==> config.mk <==
export PLATFORM = sky130hd
export DESIGN_NAME = pss_top
export DESIGN_NICKNAME = d
export VERILOG_FILES = /design/src/pss_pkg.sv /design/src/pss_top.sv
export VERILOG_INCLUDE_DIRS = /design/src /design/src/src
export SDC_FILE = /design/constraint.sdc
export NUM_CORES = 1
export LEC_CHECK = 0
export BUFFER_PORTS_ARGS = -buffer_cell sky130_fd_sc_hd__buf_2
export CORE_MARGIN = 8
export CORE_UTILIZATION = 40
export CTS_CLUSTER_SIZE = 12
export DETAILED_ROUTE_END_ITERATION = 10
export GPL_TIMING_DRIVEN = 0
export PLACE_DENSITY = 0.66
export SLEW_MARGIN = 20
export SYNTH_ARGS = -nofsm -noshare
export SYNTH_HDL_FRONTEND = slang
export SYNTH_SLANG_ARGS = --single-unit
export TNS_END_PERCENT = 30
==> constraint.sdc <==
create_clock -name clk_sys -period 4.7 [get_ports clk_sys]
set_input_delay 0.94 -clock clk_sys [delete_from_list [all_inputs] [get_ports clk_sys]]
set_output_delay 0.94 -clock clk_sys [all_outputs]
set_load 0.02 [all_outputs]
==> src/pss_consts.svh <==
`ifndef PSS_CONSTS_SVH
`define PSS_CONSTS_SVH

// Register indices; byte address is four times the index
`define PSS_IDX_SUMMARY 6'h10
`define PSS_IDX_IRQ_STS 6'h18
`define PSS_IDX_IRQ_MSK 6'h19

// Summary field positions
`define PSS_BIT_XOVER 14
`define PSS_BIT_RX_ERR 13
`define PSS_BIT_POLARITY 12
`define PSS_BIT_FALSE_CARRIER 11
`define PSS_BIT_SIG_DETECT 10
`define PSS_BIT_DESCR_LOCK 9
`define PSS_BIT_PAGE_RX 8
`define PSS_BIT_REMOTE_FAULT 6
`define PSS_BIT_JABBER 5

// Interrupt status and mask bit positions
`define PSS_IRQ_RX_ERR 0
`define PSS_IRQ_FALSE_CARRIER 1
`define PSS_IRQ_SIG_LOST 2
`define PSS_IRQ_LOCK_LOST 3
`define PSS_IRQ_REMOTE_FAULT 4
`define PSS_IRQ_XOVER_CHANGE 5
`define PSS_IRQ_W 6

// Reset values and bus answers
`define PSS_SUMMARY_RST 16'h0000
`define PSS_IRQ_RST 6'h00
`define PSS_RESP_OKAY 2'h0
`define PSS_RESP_SLVERR 2'h2

`endif

==> src/pss_pkg.sv <==
package pss_pkg;

   // Status sources from the transceiver core and other registers
   typedef struct packed {
      logic xover_en;
      logic xover_force;
      logic xover_swapped;
      logic rx_err_ev;
      logic rx_err_cnt_rd;
      logic polarity_inv;
      logic false_carrier_ev;
      logic false_carrier_cnt_rd;
      logic signal_detect;
      logic descr_lock;
      logic page_received;
      logic remote_fault_ev;
      logic basic_status_rd;
      logic jabber;
   } pss_src_t;

   typedef enum logic [0:0] {
      PSS_WR_COLLECT = 1'b0,
      PSS_WR_RESP = 1'b1
   } pss_wr_state_t;

endpackage

==> src/pss_top.sv <==
// Overview of operation
// - The summary register sits at index 0x10 and is read only.
// - Bits 15 and 7 read as zero and writes to them are ignored.
// - Bit 14 is 1 when the pairs are crossed and 0 when normal.
// - Bit 14 follows enable and force, tracking the algorithm live.
// - Bit 13 latches a receive error until the error counter is read.
// - Bit 12 mirrors polarity and is not cleared by a summary read.
// - Bit 11 latches false carrier until the carrier counter is read.
// - Bit 10 holds a loss of signal detect low until observed.
// - Bit 9 holds a loss of descrambler lock low until observed.
// - Bit 8 mirrors page received, unaffected by a summary read.
// - Bit 6 latches remote fault until basic status read or reset.
// - Bit 5 mirrors jabber and a summary read does not clear it.
`timescale 1ns/1ns
`default_nettype none
`include "pss_consts.svh"

module pss_top
   import pss_pkg::*;
#(
   parameter int ADDR_W = 8
) (
   input wire logic clk_sys,
   input wire logic rst_b,
   input wire logic ce,
   input wire logic [ADDR_W-1:0] s_axi_awaddr,
   input wire logic s_axi_awvalid,
   output logic s_axi_awready,
   input wire logic [31:0] s_axi_wdata,
   input wire logic [3:0] s_axi_wstrb,
   input wire logic s_axi_wvalid,
   output logic s_axi_wready,
   output logic [1:0] s_axi_bresp,
   output logic s_axi_bvalid,
   input wire logic s_axi_bready,
   input wire logic [ADDR_W-1:0] s_axi_araddr,
   input wire logic s_axi_arvalid,
   output logic s_axi_arready,
   output logic [31:0] s_axi_rdata,
   output logic [1:0] s_axi_rresp,
   output logic s_axi_rvalid,
   input wire logic s_axi_rready,
   input wire pss_src_t src,
   output logic irq
);

   localparam int IW = ADDR_W - 2;

   generate
      if (ADDR_W < 8 || ADDR_W > 32) begin : g_bad_aw
         $error("ADDR_W must lie between 8 and 32");
      end
   endgenerate

   function automatic logic [IW-1:0] idx_of(input logic [ADDR_W-1:0] a);
      idx_of = a[ADDR_W-1:2];
   endfunction

   function automatic logic is_idx(input logic [ADDR_W-1:0] a,
                                   input logic [5:0] i);
      is_idx = (idx_of(a) == IW'(i));
   endfunction

   // Status group
   logic xover_r, xover_nxt;
   logic rx_err_r, rx_err_nxt;
   logic pol_r, pol_nxt;
   logic fc_r, fc_nxt;
   logic sd_r, sd_nxt;
   logic lock_r, lock_nxt;
   logic page_r, page_nxt;
   logic rf_r, rf_nxt;
   logic jab_r, jab_nxt;
   logic [15:0] summary;

   // Interrupt group
   logic [`PSS_IRQ_W-1:0] sts_r, sts_nxt;
   logic [`PSS_IRQ_W-1:0] msk_r, msk_nxt;
   logic [`PSS_IRQ_W-1:0] ev;
   logic irq_nxt;

   // Bus groups
   pss_wr_state_t wst_r, wst_nxt;
   logic aw_got_r, aw_got_nxt;
   logic w_got_r, w_got_nxt;
   logic [ADDR_W-1:0] waddr_r, waddr_nxt;
   logic [31:0] wdata_r, wdata_nxt;
   logic [3:0] wstrb_r, wstrb_nxt;
   logic awready_nxt, wready_nxt, bvalid_nxt;
   logic [1:0] bresp_nxt;
   logic arready_nxt, rvalid_nxt;
   logic [31:0] rdata_nxt;
   logic [1:0] rresp_nxt;
   logic ar_hs, rd_sum, rd_sts, wr_msk;
   logic [`PSS_IRQ_W-1:0] wr_msk_val;

   assign ar_hs = s_axi_arvalid & s_axi_arready;
   assign rd_sum = ar_hs & is_idx(s_axi_araddr, `PSS_IDX_SUMMARY);
   assign rd_sts = ar_hs & is_idx(s_axi_araddr, `PSS_IDX_IRQ_STS);

   always_comb begin
      summary = `PSS_SUMMARY_RST;
      summary[`PSS_BIT_XOVER] = xover_r;
      summary[`PSS_BIT_RX_ERR] = rx_err_r;
      summary[`PSS_BIT_POLARITY] = pol_r;
      summary[`PSS_BIT_FALSE_CARRIER] = fc_r;
      summary[`PSS_BIT_SIG_DETECT] = sd_r;
      summary[`PSS_BIT_DESCR_LOCK] = lock_r;
      summary[`PSS_BIT_PAGE_RX] = page_r;
      summary[`PSS_BIT_REMOTE_FAULT] = rf_r;
      summary[`PSS_BIT_JABBER] = jab_r;
   end

   always_comb begin
      // Force wins over the algorithm; disabled means straight pairs
      if (src.xover_force) begin
         xover_nxt = 1'b1;
      end else if (src.xover_en) begin
         xover_nxt = src.xover_swapped;
      end else begin
         xover_nxt = 1'b0;
      end
      // Set wins over a clear in the same cycle
      rx_err_nxt = src.rx_err_ev | (rx_err_r & ~src.rx_err_cnt_rd);
      fc_nxt = src.false_carrier_ev
               | (fc_r & ~src.false_carrier_cnt_rd);
      rf_nxt = src.remote_fault_ev
               | (rf_r & ~src.basic_status_rd);
      // Mirrors; their owners clear them, a summary read does not
      pol_nxt = src.polarity_inv;
      page_nxt = src.page_received;
      jab_nxt = src.jabber;
      // Latch-low: a read reloads the live level, else any drop sticks
      if (rd_sum) begin
         sd_nxt = src.signal_detect;
         lock_nxt = src.descr_lock;
      end else begin
         sd_nxt = sd_r & src.signal_detect;
         lock_nxt = lock_r & src.descr_lock;
      end
   end

   always_ff @(posedge clk_sys or negedge rst_b) begin
      if (!rst_b) begin
         xover_r <= 1'b0;
         rx_err_r <= 1'b0;
         pol_r <= 1'b0;
         fc_r <= 1'b0;
         sd_r <= 1'b0;
         lock_r <= 1'b0;
         page_r <= 1'b0;
         rf_r <= 1'b0;
         jab_r <= 1'b0;
      end else if (ce) begin
         xover_r <= xover_nxt;
         rx_err_r <= rx_err_nxt;
         pol_r <= pol_nxt;
         fc_r <= fc_nxt;
         sd_r <= sd_nxt;
         lock_r <= lock_nxt;
         page_r <= page_nxt;
         rf_r <= rf_nxt;
         jab_r <= jab_nxt;
      end
   end

   always_comb begin
      ev = '0;
      ev[`PSS_IRQ_RX_ERR] = src.rx_err_ev;
      ev[`PSS_IRQ_FALSE_CARRIER] = src.false_carrier_ev;
      ev[`PSS_IRQ_SIG_LOST] = sd_r & ~src.signal_detect;
      ev[`PSS_IRQ_LOCK_LOST] = lock_r & ~src.descr_lock;
      ev[`PSS_IRQ_REMOTE_FAULT] = src.remote_fault_ev;
      ev[`PSS_IRQ_XOVER_CHANGE] = xover_nxt ^ xover_r;
      // Read clears, but an event in the same cycle stays set
      sts_nxt = ev | (rd_sts ? '0 : sts_r);
      msk_nxt = wr_msk ? wr_msk_val : msk_r;
      irq_nxt = |(sts_nxt & msk_nxt);
   end

   always_ff @(posedge clk_sys or negedge rst_b) begin
      if (!rst_b) begin
         sts_r <= `PSS_IRQ_RST;
         msk_r <= `PSS_IRQ_RST;
         irq <= 1'b0;
      end else if (ce) begin
         sts_r <= sts_nxt;
         msk_r <= msk_nxt;
         irq <= irq_nxt;
      end
   end

   // Write channel: address and data taken in either order
   always_comb begin
      wst_nxt = wst_r;
      aw_got_nxt = aw_got_r;
      w_got_nxt = w_got_r;
      waddr_nxt = waddr_r;
      wdata_nxt = wdata_r;
      wstrb_nxt = wstrb_r;
      bvalid_nxt = s_axi_bvalid;
      bresp_nxt = s_axi_bresp;
      wr_msk = 1'b0;
      wr_msk_val = wdata_r[`PSS_IRQ_W-1:0];
      if (s_axi_awvalid && s_axi_awready) begin
         aw_got_nxt = 1'b1;
         waddr_nxt = s_axi_awaddr;
      end
      if (s_axi_wvalid && s_axi_wready) begin
         w_got_nxt = 1'b1;
         wdata_nxt = s_axi_wdata;
         wstrb_nxt = s_axi_wstrb;
      end
      unique case (wst_r)
         PSS_WR_COLLECT: begin
            if (aw_got_r && w_got_r) begin
               aw_got_nxt = 1'b0;
               w_got_nxt = 1'b0;
               bvalid_nxt = 1'b1;
               wst_nxt = PSS_WR_RESP;
               // Summary and status are read only: write is dropped
               if (is_idx(waddr_r, `PSS_IDX_SUMMARY) ||
                   is_idx(waddr_r, `PSS_IDX_IRQ_STS)) begin
                  bresp_nxt = `PSS_RESP_OKAY;
               end else if (is_idx(waddr_r, `PSS_IDX_IRQ_MSK)) begin
                  bresp_nxt = `PSS_RESP_OKAY;
                  wr_msk = wstrb_r[0];
               end else begin
                  bresp_nxt = `PSS_RESP_SLVERR;
               end
            end
         end
         PSS_WR_RESP: begin
            if (s_axi_bready) begin
               bvalid_nxt = 1'b0;
               wst_nxt = PSS_WR_COLLECT;
            end
         end
      endcase
      awready_nxt = (wst_nxt == PSS_WR_COLLECT) & ~aw_got_nxt;
      wready_nxt = (wst_nxt == PSS_WR_COLLECT) & ~w_got_nxt;
   end

   always_ff @(posedge clk_sys or negedge rst_b) begin
      if (!rst_b) begin
         wst_r <= PSS_WR_COLLECT;
         aw_got_r <= 1'b0;
         w_got_r <= 1'b0;
         waddr_r <= '0;
         wdata_r <= '0;
         wstrb_r <= '0;
         s_axi_awready <= 1'b0;
         s_axi_wready <= 1'b0;
         s_axi_bvalid <= 1'b0;
         s_axi_bresp <= `PSS_RESP_OKAY;
      end else if (ce) begin
         wst_r <= wst_nxt;
         aw_got_r <= aw_got_nxt;
         w_got_r <= w_got_nxt;
         waddr_r <= waddr_nxt;
         wdata_r <= wdata_nxt;
         wstrb_r <= wstrb_nxt;
         s_axi_awready <= awready_nxt;
         s_axi_wready <= wready_nxt;
         s_axi_bvalid <= bvalid_nxt;
         s_axi_bresp <= bresp_nxt;
      end
   end

   // Read channel: one read in flight, data sampled at the address edge
   always_comb begin
      rvalid_nxt = s_axi_rvalid;
      rdata_nxt = s_axi_rdata;
      rresp_nxt = s_axi_rresp;
      if (s_axi_rvalid && s_axi_rready) begin
         rvalid_nxt = 1'b0;
      end
      if (ar_hs) begin
         rvalid_nxt = 1'b1;
         rdata_nxt = '0;
         rresp_nxt = `PSS_RESP_OKAY;
         if (is_idx(s_axi_araddr, `PSS_IDX_SUMMARY)) begin
            rdata_nxt[15:0] = summary;
         end else if (is_idx(s_axi_araddr, `PSS_IDX_IRQ_STS)) begin
            rdata_nxt[`PSS_IRQ_W-1:0] = sts_r;
         end else if (is_idx(s_axi_araddr, `PSS_IDX_IRQ_MSK)) begin
            rdata_nxt[`PSS_IRQ_W-1:0] = msk_r;
         end else begin
            rresp_nxt = `PSS_RESP_SLVERR;
         end
      end
      arready_nxt = ~rvalid_nxt;
   end

   always_ff @(posedge clk_sys or negedge rst_b) begin
      if (!rst_b) begin
         s_axi_arready <= 1'b0;
         s_axi_rvalid <= 1'b0;
         s_axi_rdata <= '0;
         s_axi_rresp <= `PSS_RESP_OKAY;
      end else if (ce) begin
         s_axi_arready <= arready_nxt;
         s_axi_rvalid <= rvalid_nxt;
         s_axi_rdata <= rdata_nxt;
         s_axi_rresp <= rresp_nxt;
      end
   end

endmodule

`default_nettype wire

==> impl_metrics.json <==
{
  "initial_core_util": 0.417,
  "antenna_found_initial": 0,
  "antennaDiodeCount": 0,
  "cts_tree": "yes",
  "seq_area_frac_synth": 0.554,
  "cts.clk_slew.worst_paths_ns": 0.07,
  "period_share": 0.527,
  "yosysUniqueCellTypes": 38,
  "rsz0062_at_grt": "no",
  "path_max_fanout": 10,
  "max_cap_viol_count": 0,
  "dp_hpwl_mm": 4.57,
  "p_per_area_mw_per_mm2": 465,
  "grt.busiest_layer": "met2",
  "post_cts_buffers": 0,
  "core_area_sq_mm": 0.00639,
  "clk-insertion-delay-late_ns": 0.34,
  "vias": 1956,
  "yosys_most_used_dff": "dfrtp_1",
  "syn_inst": 226,
  "holdWs_ns": 0.483,
  "nets": 391,
  "synth_seq_cells": 59,
  "final_hold_viol_count": 0,
  "wire_per_inst_um": 15.3,
  "status": "finished clean",
  "total_power_mw": 1.58,
  "ios": 116,
  "cts_made_buffers": 9,
  "syn_area_per_cell_sq_um": 11.8,
  "drtIter0Drc": 93,
  "ctsResizeCount": 0,
  "critPathRequiredTime_ns": 4.97,
  "met2_usage": 0.203,
  "p_leak_nw": 1.69,
  "clock_path_buffers": 2,
  "start_kind": "input port",
  "slowest_delay_ns": 0.85,
  "die_h_um": 97.6,
  "dr.pass1.iters": 4,
  "synthArstFlopShare": 1.00,
  "clock-sinks": 59,
  "chipWidth_um": 97.6,
  "met1_usage": 0.164,
  "drive_gt1_frac": 0.388,
  "combPwrFrac": 0.187,
  "fillers": 588,
  "drv_slew": 0,
  "cp.arrival_ns": 2.75,
  "path_cells": "buf_2, or4b_1, nor4_2, a22o_1",
  "crit_family": "simple AND/OR/NAND/NOR gates",
  "detail_route.vias_per_cell": 4.90,
  "rows": 29,
  "grt-ovfl-total": 0,
  "met3_usage": 0.0619,
  "postCtsHoldBufs": 0,
  "finalCriticalPeriod_ns": 2.48,
  "timing.fmax_ghz": 0.404,
  "tightest_slew_ns": 0.989,
  "synth_top_area_frac": 0.554,
  "min_path_type": "reg2reg",
  "synthToLayoutAreaGrowth_pct": 27.6,
  "setup_violations": 0,
  "seqPwrFrac": 0.439,
  "max_slew_margin": 0.335,
  "intPower_mw": 1.15,
  "vdd_drop_max_mv": 0.265,
  "final.setup.tns_ns": 0,
  "cts-root-buf": "clkbuf_8",
  "synthTopCellsByArea": "dfrtp_1 (55%), mux2_2 (9.7%), buf_4 (5.6%), a22o_1 (5.3%), mux2i_1 (2.6%)",
  "first_global_vias": 2016,
  "synth_top_area_cell": "dfrtp_1",
  "dieArea_sq_mm": 0.00953,
  "grt_max_degree": 60,
  "final_antenna_net_count": 0,
  "grt_usage": 0.134,
  "syn_area_sq_mm": 0.00267,
  "power_switching_uw": 432,
  "critPathBufInv": 1,
  "slowest_stage": "nor4_2",
  "gp_congestion": 0.741,
  "critical_path_class": "in2reg",
  "htreeDepth": 3,
  "synth_common_cells": "dfrtp_1 (59), mux2_2 (23), buf_4 (20)",
  "clock_skew_ns": 0.0106,
  "io_buffers": 61,
  "swShare": 0.273,
  "grt_pass1_wl_mm": 10.4,
  "ys_warn_count": 0,
  "drc": 0,
  "setup.worst_path.end_class": "register",
  "synth_edf_count": 0,
  "totalWireLength_mm": 6.10,
  "synth_most_common_cell": "dfrtp_1",
  "pwr-share-clk": 0.374
}
## power by group through the flow
stage	sequential (mW)	combinational, mW	clock (mW)
floorplan	0.716	0.179	0
global placement	0.700	0.291	0
detailed placement	0.704	0.300	0
CTS	0.695	0.302	0.606
global route	0.710	0.330	0.629
finish	0.694	0.296	0.592
## tightest hold or removal path, stage by stage, from the launching register on
cell and delay (ns):
dfrtp_1 0.34, nand2_1 0.04, o21ai_0 0.06
## flip-flops by register name (all words and copies together) (netlist names), 6 cells and up
signal,count
msk_r,6
s_axi_rdata,14
sts_r,6
waddr_r,6
wdata_r,6
## placed cells by master (no fill, tap or decap), drive strengths merged, types with 2 or more instances in the layout
cell type and count:
o22ai 2, a31oi 2, mux2i 7, a21boi 2, nand2 19, bufinv 3, a22oi 5, nor2b 4
clkbuf 17, inv 7, conb 20, a211o 2, nor2 7, dfrtp 59, a21oi 12, a22o 16
nand3 3, nor3 3, buf 82, o21ai 10, nand4b 3, or4b 2, mux2 23
## area by class of cell
class	count	area [sq um]	share of cell area
well taps	77	96.3	0.0283
clock inverters	4	95.1	0.0280
repair buffers	61	308	0.0905
clock buffers	12	165	0.0486
multi-input cells	153	1060	0.312
inverters	7	26.3	0.00773
plain buffers	26	173	0.0508
flip-flops and latches	59	1480	0.434
## cell families (layout without fill, tap and decap cells)
family	count (synthesis)	in the layout	share of synthesized area
other cells	1	20	0.00141
buf+inv	33	110	0.0746
flops	59	59	0.554
mux	30	30	0.123
simple gates	46	46	0.0981
xor+xnor	1	1	0.00329
compound gates	56	56	0.145
## final timing paths
check / from / to / slack, ns / depth (start not counted)
min reg2reg: s_axi_rdata[1] / s_axi_rdata[1] / 0.48 / 2
max in group asynchronous: rst_b / wdata_r[0] / 3.54 / 1
min in group asynchronous: rst_b / s_axi_rdata[8] / 0.67 / 1
max reg2reg: waddr_r[3] / irq / 2.47 / 5
min: s_axi_rdata[1] / s_axi_rdata[1] / 0.48 / 2
max: s_axi_araddr[7] / s_axi_rdata[6] / 2.22 / 4
## stage by stage
step | cells | area [sq um] | utilization | setup slack, ns
final | 399 | 3400 | 0.533 | 2.22
after global routing | 399 | 3400 | 0.533 | 2.12
after CTS | 399 | 3400 | 0.533 | 2.20
after detailed placement | 383 | 3140 | 0.492 | 1.85
after global placement | 383 | 3140 | 0.491 | 1.90
after floorplan | 245 | 2740 | - | 2.32
## layer usage
layer  wire length (um)  share of wire
met4                 60         0.0098
met2               2820           0.46
met1               2690           0.44
met5                  0              0
met3                530          0.087
No activity file was read; power rests on OpenSTA's default activity.
